`src/verilog/erf_pkg.sv`:
```
package erf_pkg;

  // bus geometry
  localparam int ERF_AW = 8;
  localparam int ERF_DW = 32;

  // register byte offsets
  localparam logic [7:0] ERF_OFS_FORCE  = 8'h00;
  localparam logic [7:0] ERF_OFS_STATUS = 8'h04;
  localparam logic [7:0] ERF_OFS_MASK   = 8'h08;
  localparam logic [7:0] ERF_OFS_RAW    = 8'h0c;

  // field positions shared by force, status, mask and raw
  localparam int ERF_POS_SIG_RELOAD = 24;
  localparam int ERF_POS_SIG_FAIL   = 23;
  localparam int ERF_POS_DUAL_XTAL  = 22;
  localparam int ERF_POS_XTAL_SWAP  = 21;
  localparam int ERF_POS_FREQ_HI    = 20;
  localparam int ERF_POS_FREQ_LO    = 9;
  localparam int ERF_POS_ST_B       = 8;
  localparam int ERF_POS_ST_A       = 7;
  localparam int ERF_POS_PPM_ERR    = 6;
  localparam int ERF_POS_PPM_WARN   = 5;
  localparam int ERF_POS_LOS_B      = 4;
  localparam int ERF_POS_LOS_A      = 3;
  localparam int ERF_POS_LOL        = 2;
  localparam int ERF_POS_RSVD       = 1;
  localparam int ERF_POS_POST       = 0;

  // implemented bits: 24..2 and 0, bit 1 and 31..25 absent
  localparam logic [31:0] ERF_VALID_BITS = 32'h01fffffd;

  // reset values
  localparam logic [31:0] ERF_STATUS_RST = 32'h00000000;
  localparam logic [31:0] ERF_MASK_RST   = 32'h00000000;
  localparam logic [31:0] ERF_RDATA_RST  = 32'h00000000;

  // monitored conditions, msb first in force register order
  typedef struct packed {
    logic        sig_reload_fail;
    logic        sig_fail;
    logic        dual_xtal_fail;
    logic        xtal_switch;
    logic [11:0] clock_frequency_monitor_event;
    logic        crystal_b_short_term_error;
    logic        crystal_a_short_term_error;
    logic        ppm_error;
    logic        ppm_warning;
    logic        crystal_b_signal_loss;
    logic        crystal_a_signal_loss;
    logic        synth_lock_loss;
    logic        self_test_fail;
  } erf_evt_t;

  // register port request
  typedef struct packed {
    logic [7:0]  addr;
    logic [31:0] wdata;
    logic        wr;
    logic        rd;
  } erf_bus_t;

endpackage

```
`src/verilog/erf_event_force.sv`:
```
`timescale 1ns/1ps

// Function
// - A one written to force bit 24 sets the signature reload failure status bit.
// - A one written to force bit 23 sets the register signature failure status bit.
// - A one written to force bit 22 sets the dual crystal failure status bit.
// - A one written to force bit 21 sets the crystal changeover status bit.
// - Force bits 20 down to 9 set clock frequency monitor events 11 down to 0.
// - Force bits 8 and 7 set the crystal b and crystal a short-term error bits.
// - A one written to force bit 6 sets the crystal frequency deviation error bit.
// - A one written to force bit 5 sets the crystal frequency deviation warning bit.
// - Force bits 4 and 3 set the crystal b and crystal a signal loss bits.
// - A one written to force bit 2 sets the synthesizer loss-of-lock status bit.
// - A one written to force bit 0 sets the self-test failure status bit.
// - The force register stores nothing and every field reads back as zero.
// - A forced status bit stays set until software writes a one to that status bit.
module erf_event_force (
  input  wire logic              clock,
  input  wire logic              rst_b,
  input  wire erf_pkg::erf_bus_t bus,
  input  wire erf_pkg::erf_evt_t hw_event,
  output logic [31:0]            rdata,
  output erf_pkg::erf_evt_t      status_out,
  output logic                   irq
);
  import erf_pkg::*;

  // flatten a condition struct onto register bit positions
  function automatic logic [31:0] evt_to_vec(input erf_evt_t e);
    logic [31:0] v;
    v = 32'h00000000;
    v[ERF_POS_SIG_RELOAD] = e.sig_reload_fail;
    v[ERF_POS_SIG_FAIL] = e.sig_fail;
    v[ERF_POS_DUAL_XTAL] = e.dual_xtal_fail;
    v[ERF_POS_XTAL_SWAP] = e.xtal_switch;
    v[ERF_POS_FREQ_HI:ERF_POS_FREQ_LO] = e.clock_frequency_monitor_event;
    v[ERF_POS_ST_B] = e.crystal_b_short_term_error;
    v[ERF_POS_ST_A] = e.crystal_a_short_term_error;
    v[ERF_POS_PPM_ERR] = e.ppm_error;
    v[ERF_POS_PPM_WARN] = e.ppm_warning;
    v[ERF_POS_LOS_B] = e.crystal_b_signal_loss;
    v[ERF_POS_LOS_A] = e.crystal_a_signal_loss;
    v[ERF_POS_LOL] = e.synth_lock_loss;
    v[ERF_POS_POST] = e.self_test_fail;
    return v;
  endfunction

  // rebuild a condition struct from register bit positions
  function automatic erf_evt_t vec_to_evt(input logic [31:0] v);
    erf_evt_t e;
    e.sig_reload_fail = v[ERF_POS_SIG_RELOAD];
    e.sig_fail = v[ERF_POS_SIG_FAIL];
    e.dual_xtal_fail = v[ERF_POS_DUAL_XTAL];
    e.xtal_switch = v[ERF_POS_XTAL_SWAP];
    e.clock_frequency_monitor_event = v[ERF_POS_FREQ_HI:ERF_POS_FREQ_LO];
    e.crystal_b_short_term_error = v[ERF_POS_ST_B];
    e.crystal_a_short_term_error = v[ERF_POS_ST_A];
    e.ppm_error = v[ERF_POS_PPM_ERR];
    e.ppm_warning = v[ERF_POS_PPM_WARN];
    e.crystal_b_signal_loss = v[ERF_POS_LOS_B];
    e.crystal_a_signal_loss = v[ERF_POS_LOS_A];
    e.synth_lock_loss = v[ERF_POS_LOL];
    e.self_test_fail = v[ERF_POS_POST];
    return e;
  endfunction

  // address match for one register
  function automatic logic hit(input logic [7:0] a, input logic [7:0] ofs);
    return a == ofs;
  endfunction

  logic [31:0] status_q;
  logic [31:0] status_d;
  logic [31:0] mask_q;
  logic [31:0] mask_d;
  logic [31:0] rdata_q;
  logic [31:0] rdata_d;
  logic        irq_q;
  logic        irq_d;
  logic [31:0] force_vec;
  logic [31:0] hw_vec;
  logic [31:0] set_vec;
  logic [31:0] clr_vec;
  logic        wr_force;
  logic        wr_status;
  logic        wr_mask;

  // one latch per monitored condition
  logic        sig_reload_q;
  logic        sig_fail_q;
  logic        dual_xtal_q;
  logic        xtal_swap_q;
  logic [11:0] freq_evt_q;
  logic        st_b_q;
  logic        st_a_q;
  logic        ppm_err_q;
  logic        ppm_warn_q;
  logic        los_b_q;
  logic        los_a_q;
  logic        lock_loss_q;
  logic        self_test_q;

  // write decode
  assign wr_force = bus.wr & hit(bus.addr, ERF_OFS_FORCE);
  assign wr_status = bus.wr & hit(bus.addr, ERF_OFS_STATUS);
  assign wr_mask = bus.wr & hit(bus.addr, ERF_OFS_MASK);

  // one-cycle set pulses from a force write, never stored
  always_comb begin
    force_vec = 32'h00000000;
    if (wr_force) begin
      force_vec[ERF_POS_SIG_RELOAD] = bus.wdata[ERF_POS_SIG_RELOAD];
      force_vec[ERF_POS_SIG_FAIL] = bus.wdata[ERF_POS_SIG_FAIL];
      force_vec[ERF_POS_DUAL_XTAL] = bus.wdata[ERF_POS_DUAL_XTAL];
      force_vec[ERF_POS_XTAL_SWAP] = bus.wdata[ERF_POS_XTAL_SWAP];
      // bit 20 is clock 11, bit 9 is clock 0
      force_vec[ERF_POS_FREQ_HI:ERF_POS_FREQ_LO] =
        bus.wdata[ERF_POS_FREQ_HI:ERF_POS_FREQ_LO];
      force_vec[ERF_POS_ST_B] = bus.wdata[ERF_POS_ST_B];
      force_vec[ERF_POS_ST_A] = bus.wdata[ERF_POS_ST_A];
      force_vec[ERF_POS_PPM_ERR] = bus.wdata[ERF_POS_PPM_ERR];
      force_vec[ERF_POS_PPM_WARN] = bus.wdata[ERF_POS_PPM_WARN];
      force_vec[ERF_POS_LOS_B] = bus.wdata[ERF_POS_LOS_B];
      force_vec[ERF_POS_LOS_A] = bus.wdata[ERF_POS_LOS_A];
      force_vec[ERF_POS_LOL] = bus.wdata[ERF_POS_LOL];
      force_vec[ERF_POS_POST] = bus.wdata[ERF_POS_POST];
    end
  end

  // live monitor conditions on register positions
  assign hw_vec = evt_to_vec(hw_event) & ERF_VALID_BITS;

  // a zero in the force word adds nothing to the set term
  assign set_vec = (hw_vec | force_vec) & ERF_VALID_BITS;

  // write-one-to-clear term for the status register
  assign clr_vec = wr_status ? (bus.wdata & ERF_VALID_BITS) : 32'h00000000;

  // sticky status: set wins over a clear in the same cycle
  always_comb begin
    status_d = ((status_q & ~clr_vec) | set_vec) & ERF_VALID_BITS;
  end

  // field latches gathered onto register positions, gaps read zero
  always_comb begin
    status_q = 32'h00000000;
    status_q[ERF_POS_SIG_RELOAD] = sig_reload_q;
    status_q[ERF_POS_SIG_FAIL] = sig_fail_q;
    status_q[ERF_POS_DUAL_XTAL] = dual_xtal_q;
    status_q[ERF_POS_XTAL_SWAP] = xtal_swap_q;
    status_q[ERF_POS_FREQ_HI:ERF_POS_FREQ_LO] = freq_evt_q;
    status_q[ERF_POS_ST_B] = st_b_q;
    status_q[ERF_POS_ST_A] = st_a_q;
    status_q[ERF_POS_PPM_ERR] = ppm_err_q;
    status_q[ERF_POS_PPM_WARN] = ppm_warn_q;
    status_q[ERF_POS_LOS_B] = los_b_q;
    status_q[ERF_POS_LOS_A] = los_a_q;
    status_q[ERF_POS_LOL] = lock_loss_q;
    status_q[ERF_POS_POST] = self_test_q;
  end

  // signature reload failure latch
  always_ff @(posedge clock or negedge rst_b) begin
    if (!rst_b) begin
      sig_reload_q <= ERF_STATUS_RST[ERF_POS_SIG_RELOAD];
    end else begin
      sig_reload_q <= status_d[ERF_POS_SIG_RELOAD];
    end
  end

  // register signature failure latch
  always_ff @(posedge clock or negedge rst_b) begin
    if (!rst_b) begin
      sig_fail_q <= ERF_STATUS_RST[ERF_POS_SIG_FAIL];
    end else begin
      sig_fail_q <= status_d[ERF_POS_SIG_FAIL];
    end
  end

  // dual crystal failure latch
  always_ff @(posedge clock or negedge rst_b) begin
    if (!rst_b) begin
      dual_xtal_q <= ERF_STATUS_RST[ERF_POS_DUAL_XTAL];
    end else begin
      dual_xtal_q <= status_d[ERF_POS_DUAL_XTAL];
    end
  end

  // crystal changeover latch
  always_ff @(posedge clock or negedge rst_b) begin
    if (!rst_b) begin
      xtal_swap_q <= ERF_STATUS_RST[ERF_POS_XTAL_SWAP];
    end else begin
      xtal_swap_q <= status_d[ERF_POS_XTAL_SWAP];
    end
  end

  // output clock monitor latches, msb is clock 11
  always_ff @(posedge clock or negedge rst_b) begin
    if (!rst_b) begin
      freq_evt_q <= ERF_STATUS_RST[ERF_POS_FREQ_HI:ERF_POS_FREQ_LO];
    end else begin
      freq_evt_q <= status_d[ERF_POS_FREQ_HI:ERF_POS_FREQ_LO];
    end
  end

  // crystal b short-term error latch
  always_ff @(posedge clock or negedge rst_b) begin
    if (!rst_b) begin
      st_b_q <= ERF_STATUS_RST[ERF_POS_ST_B];
    end else begin
      st_b_q <= status_d[ERF_POS_ST_B];
    end
  end

  // crystal a short-term error latch
  always_ff @(posedge clock or negedge rst_b) begin
    if (!rst_b) begin
      st_a_q <= ERF_STATUS_RST[ERF_POS_ST_A];
    end else begin
      st_a_q <= status_d[ERF_POS_ST_A];
    end
  end

  // frequency deviation error latch
  always_ff @(posedge clock or negedge rst_b) begin
    if (!rst_b) begin
      ppm_err_q <= ERF_STATUS_RST[ERF_POS_PPM_ERR];
    end else begin
      ppm_err_q <= status_d[ERF_POS_PPM_ERR];
    end
  end

  // frequency deviation warning latch
  always_ff @(posedge clock or negedge rst_b) begin
    if (!rst_b) begin
      ppm_warn_q <= ERF_STATUS_RST[ERF_POS_PPM_WARN];
    end else begin
      ppm_warn_q <= status_d[ERF_POS_PPM_WARN];
    end
  end

  // crystal b signal loss latch
  always_ff @(posedge clock or negedge rst_b) begin
    if (!rst_b) begin
      los_b_q <= ERF_STATUS_RST[ERF_POS_LOS_B];
    end else begin
      los_b_q <= status_d[ERF_POS_LOS_B];
    end
  end

  // crystal a signal loss latch
  always_ff @(posedge clock or negedge rst_b) begin
    if (!rst_b) begin
      los_a_q <= ERF_STATUS_RST[ERF_POS_LOS_A];
    end else begin
      los_a_q <= status_d[ERF_POS_LOS_A];
    end
  end

  // synthesizer loss-of-lock latch
  always_ff @(posedge clock or negedge rst_b) begin
    if (!rst_b) begin
      lock_loss_q <= ERF_STATUS_RST[ERF_POS_LOL];
    end else begin
      lock_loss_q <= status_d[ERF_POS_LOL];
    end
  end

  // self-test failure latch
  always_ff @(posedge clock or negedge rst_b) begin
    if (!rst_b) begin
      self_test_q <= ERF_STATUS_RST[ERF_POS_POST];
    end else begin
      self_test_q <= status_d[ERF_POS_POST];
    end
  end

  // interrupt mask, one enables the matching status bit
  always_comb begin
    mask_d = mask_q;
    if (wr_mask) begin
      mask_d = bus.wdata & ERF_VALID_BITS;
    end
  end

  always_ff @(posedge clock or negedge rst_b) begin
    if (!rst_b) begin
      mask_q <= ERF_MASK_RST;
    end else begin
      mask_q <= mask_d;
    end
  end

  // level interrupt follows the next status and mask together
  assign irq_d = |(status_d & mask_d);

  always_ff @(posedge clock or negedge rst_b) begin
    if (!rst_b) begin
      irq_q <= 1'b0;
    end else begin
      irq_q <= irq_d;
    end
  end

  // read mux, data valid only in the cycle after the strobe
  always_comb begin
    rdata_d = 32'h00000000;
    if (bus.rd) begin
      case (bus.addr)
        ERF_OFS_FORCE: begin
          rdata_d = 32'h00000000;
        end
        ERF_OFS_STATUS: begin
          rdata_d = status_q & ERF_VALID_BITS;
        end
        ERF_OFS_MASK: begin
          rdata_d = mask_q & ERF_VALID_BITS;
        end
        ERF_OFS_RAW: begin
          rdata_d = hw_vec;
        end
        default: begin
          rdata_d = 32'h00000000; // unmapped reads zero
        end
      endcase
    end
  end

  always_ff @(posedge clock or negedge rst_b) begin
    if (!rst_b) begin
      rdata_q <= ERF_RDATA_RST;
    end else begin
      rdata_q <= rdata_d;
    end
  end

  // outputs straight from flops
  assign rdata = rdata_q;
  assign irq = irq_q;
  assign status_out = vec_to_evt(status_q);

endmodule

```
`config.mk`:
```
export PLATFORM = sky130hd
export DESIGN_NAME = erf_event_force
export DESIGN_NICKNAME = d
export VERILOG_FILES = /design/src/verilog/erf_pkg.sv /design/src/verilog/erf_event_force.sv
export SDC_FILE = /design/constraint.sdc
export NUM_CORES = 1
export LEC_CHECK = 0
export ABC_AREA = 1
export BUFFER_PORTS_ARGS = -buffer_cell sky130_fd_sc_hd__buf_2
export CAP_MARGIN = 20
export CORE_MARGIN = 2
export CORE_UTILIZATION = 45
export DETAILED_ROUTE_END_ITERATION = 8
export GPL_TIMING_DRIVEN = 0
export PLACE_DENSITY = 0.76
export SYNTH_ARGS = -nofsm -noshare
export SYNTH_HDL_FRONTEND = slang
export SYNTH_SLANG_ARGS = --single-unit
```
`constraint.sdc`:
```
create_clock -name clock -period 3 [get_ports clock]
set_input_delay 0 -clock clock [delete_from_list [all_inputs] [get_ports clock]]
set_output_delay 0 -clock clock [all_outputs]
set_load 0.1 [all_outputs]
```
Word-level counts from Yosys, hierarchy flattened
Cells that the tools add are included.

Register bits: 89. Word-level logic and storage cells: 35.

Equality and inequality tests: 3. Mux-type cells: 6. Bitwise gates (word level): 8. Reduce and logical (&&, ||, !) cells: 2.

Operators by type and width (count): 25-bit case mux with 3 select lines (1); 32-bit 2-to-1 mux (2); 25-bit OR (2); 25-bit by 32-bit bitwise AND with 32-bit output (1); 32-bit OR reduction (1); 25-bit bitwise AND (1); 25-bit 2-to-1 mux (1); 25-bit inverter (1); 23-bit 2-to-1 mux (1); 8-bit by 4-bit == test with 1-bit output (second input constant) (2); 8-bit by 3-bit == test with 1-bit output (second input constant) (1); 8-bit logical NOT (1); 1-bit bitwise AND (3); 1-bit 2-to-1 mux (1).

Logic depth before layout (Yosys ltp)
Word-level depth: 8. Mapped depth: 14.

Worst setup path after synthesis
No wires, ideal clock.

Path kind: reg2reg. Start: register freq_evt_q[10]. End: register irq_q, in the netlist irq. Arrival: 1417 ps. Setup slack: 1518 ps. Cell stages (with the launch flop): 9. Path buffers: 0. Period minus slack after synthesis: 1482 ps. Cell sequence: dfrtp_1 -> o21ai_1 -> nand2_1 -> nand2_1 -> nand2_1 -> inv_1 -> nand2_1 -> nor2_1 -> nand2_1.

Longest elaborated chain between the ends: 4.

RTL lines: start, declared (RTL line erf_event_force.sv:93) `logic [11:0] freq_evt_q;`; start signal, assigned (RTL line erf_event_force.sv:201) `freq_evt_q <= ERF_STATUS_RST[ERF_POS_FREQ_HI:ERF_POS_FREQ_LO];`; start signal, assigned (RTL line erf_event_force.sv:203) `freq_evt_q <= status_d[ERF_POS_FREQ_HI:ERF_POS_FREQ_LO];`; 25-bit bitwise AND (RTL line erf_event_force.sv:141) `status_d = ((status_q & ~clr_vec) | set_vec) & ERF_VALID_BITS;`; 25-bit OR (RTL line erf_event_force.sv:141); net status_d[19] (RTL line erf_event_force.sv:73) `logic [31:0] status_d;`; 25-bit by 32-bit bitwise AND with 32-bit output (RTL line erf_event_force.sv:296) `assign irq_d = |(status_d & mask_d);`; 32-bit OR reduction (RTL line erf_event_force.sv:296); net irq_d (RTL line erf_event_force.sv:79) `logic irq_d;`; end signal, assigned (RTL line erf_event_force.sv:302) `irq_q <= irq_d;`; end, declared (RTL line erf_event_force.sv:78) `logic irq_q;`.

The timed path passes the listed nets, and every way through them passes these cells.

Final worst setup path
Start: input bus[35] in the netlist's numbering. End: register rdata_q[0], in the netlist rdata[0].

Longest elaborated chain between the ends: 3.

RTL lines: start, declared (RTL line erf_event_force.sv:20) `input wire erf_pkg::erf_bus_t bus,`; 8-bit by 4-bit == test with 1-bit output / 8-bit by 3-bit == test with 1-bit output (equally long branches) (RTL line erf_event_force.sv:310) `case (bus.addr)`; 25-bit case mux with 3 select lines (*) (RTL line erf_event_force.sv:310); 32-bit 2-to-1 mux (*) (RTL line erf_event_force.sv:309) `if (bus.rd) begin`; net rdata_d[0] (RTL line erf_event_force.sv:77) `logic [31:0] rdata_d;`; end signal, assigned (RTL line erf_event_force.sv:334) `rdata_q <= rdata_d;`; end, declared (RTL line erf_event_force.sv:76) `logic [31:0] rdata_q;`.

Mark *: on every way through the listed nets, which the timed path passes. The rest lies on a longest branch.

==> reports/qor.csv <==
metric;value;unit
status;complete, no violations;
Req. time, crit path;3.31;ns
combinational share of power;0.162;
worst skew pair latency;0.36;ns
Synth warnings;0;
die area;9560;um^2
Clock Power Share;0.383;
die extent in x;97.8;um
FMAX;583;MHz
Syn Area/Cell;7.37;um^2
most used cell, CP;buf_2;
setup violators final;0;
Min-Delay Path Depth;3;
final worst-path cycle share;0.572;
area growth from synthesis to layout;37.6;%
Max VDD drop;206;uV
Slew Limit Fails;0;
CTS tree;built;
drt initial violations;302;
largest net degree at the start of global routing;60;
cells on worst reg2reg path;5;
register bit total from synthesis;73;
CTS sink cnt;73;
Fin. Hold Viols;0;
Cell Area, Synth;3960;um^2
Final Net Count;786;
DR vias/cell;5.00;
Internal Power;1590;uW
placed cell area;4680;um^2
MaxCap Viol Count;0;
fin crit period;1.72;ns
router iterations before antenna repair;4;
Layout fillers;732;
detailed-route DRC error count;0;
Leak;0.00307;uW
Routed WL;12300;um
post-route cell area;5450;um^2
# rows;34;
PostCTS Resize Cnt;0;
grt total ovfl;0;
vias in the first global route;4300;
FF/Latch Area;1830;um^2
antenna violations before repair;0;
most frequent cells in the layout;nand2_1 (221), buf_2 (119), inv_1 (74);
total track usage;0.263;
worst slew pin tran;0.577;ns
Slowest-stage cell, CP;dlygate4sd3_1;
Starting Density;0.458;
I/O pin total;125;
skew final;0.00787;ns
critical-path cell list;buf_2 > nor2_4 > nand3_1 > nor2_4 > buf_2 > buf_2 > nand2_1 > nand3_1 > nand2_1 > dlygate4sd3_1 > inv_1;
clock slew at reported path FFs;0.08;ns
crit path launch type;primary input;
CP Class;primary input to flop;
routed vias;4152;
first-pass GRT wire length;19900;um
Clock Tree Buf Depth;2;
RSZ-0062 raised after global routing;false;
Core ar.;8640;um^2
Worst setup EP type;flop;
Psw;632;uW
slowest stage delay, CP;0.57;ns
cell area power density;409;nW/um^2
area of the multi-input gates;1590;um^2
Rel. slew slack;0.615;
WL/cell;14.8;um
worst hold path class;primary input to flop;
final setup TNS;0;ns
total power;2220;uW
CTS buffer count;9;
most common cell after layout, fill and taps aside;nand2_1;
Crit Path Max Fanout;10;
GP Congestion;0.884;
synth unique cells;22;
antenna cells;0;
H-tree levels;3;
critical path arrival;2.02;ns
Switching Fraction;0.284;
Root Buffer;clkbuf_8;
share of post-route cells with drive strength above 1;0.256;
ANT nets after route;0;
die span in y;97.8;um
dpl hpwl;7980;um
Synth Instances;537;
IO Port Bufs;107;
sequential area share after synthesis;0.462;
Reg power frac;0.456;
## layout make-up
type / count / area share
Buffer: 41 / 0.0512
Clock buffer: 10 / 0.0234
Clock inverter: 6 / 0.0152
Inverter: 76 / 0.0524
Multi-Input combinational cell: 354 / 0.293
Sequential cell: 73 / 0.335
Tap cell: 108 / 0.0248
Timing Repair Buffer: 163 / 0.205
## cell families after synthesis
group                  synth area share
AO/OA/AOI/OAI                    0.0411
buffers and inverters             0.143
flip-flops                        0.462
other                          0.000948
AND/OR/NAND/NOR                   0.354
## power by group through the flow
stage          logic (uW)  registers (uW)  clock network [uW]
6_report              359            1010                 851
5_1_grt               388            1020                 900
4_1_cts               357            1010                 846
3_5_place_dp          304            1030                   0
3_3_place_gp          295            1030                   0
2_1_floorplan         145            1080                   0
## per-stage QoR
step | setup slack (ns) | instances | hold WS, ns | util
after detailed placement | 1.39 | 760 | -0.117 | 0.542
after CTS | 1.35 | 831 | 0.0310 | 0.631
after global placement | 1.42 | 759 | 0.239 | 0.539
after global routing | 1.12 | 831 | 0.0459 | 0.631
after floorplan | 1.52 | 544 | -0.296 | -
final | 1.28 | 831 | 0.0223 | 0.631
## routing by layer
metal  up-vias  track usage  part of all wire
met4         0        0.147             0.040
met3        46       0.0587             0.080
met1      1911        0.332              0.40
li1       1974            -                 -
met5         -            0                 0
met2       221        0.420              0.48
## final timing paths
path	slack, ns	endpoint	from
worst min register to register	0.51	mask_q[8]	mask_q[8]
worst max register to register	1.66	rdata[0]	self_test_q
min in group asynchronous	0.04	rdata[23]	rst_b
max in group asynchronous	2.41	freq_evt_q[5]	rst_b
worst min-delay path	0.02	mask_q[23]	bus[1]
worst max-delay path	1.28	rdata[0]	bus[35]
## cell usage after synthesis (all sizes together)
cell type  number  area share
buf            40       0.070
conb            1     0.00095
nand3          73       0.097
clkbuf          1     0.00095
nor4            1      0.0054
o31ai           1      0.0019
a31oi           2      0.0032
o21ai          18       0.023
nand2         230        0.23
dfrtp          73        0.46
o21bai          7       0.013
nor2           14       0.025
inv            76       0.072
## repair_timing
item | CTS | global route
hold buffers | 55 | 0
setup buffers | 0 | 0
hold endpoints to repair | 143 | 0
## critical path, delay by kind of cell
kind | cells | cell delay, ns
buf+inv | 5 | 1.34
simple gates | 6 | 0.67
Power figures use the tool's default switching activity.
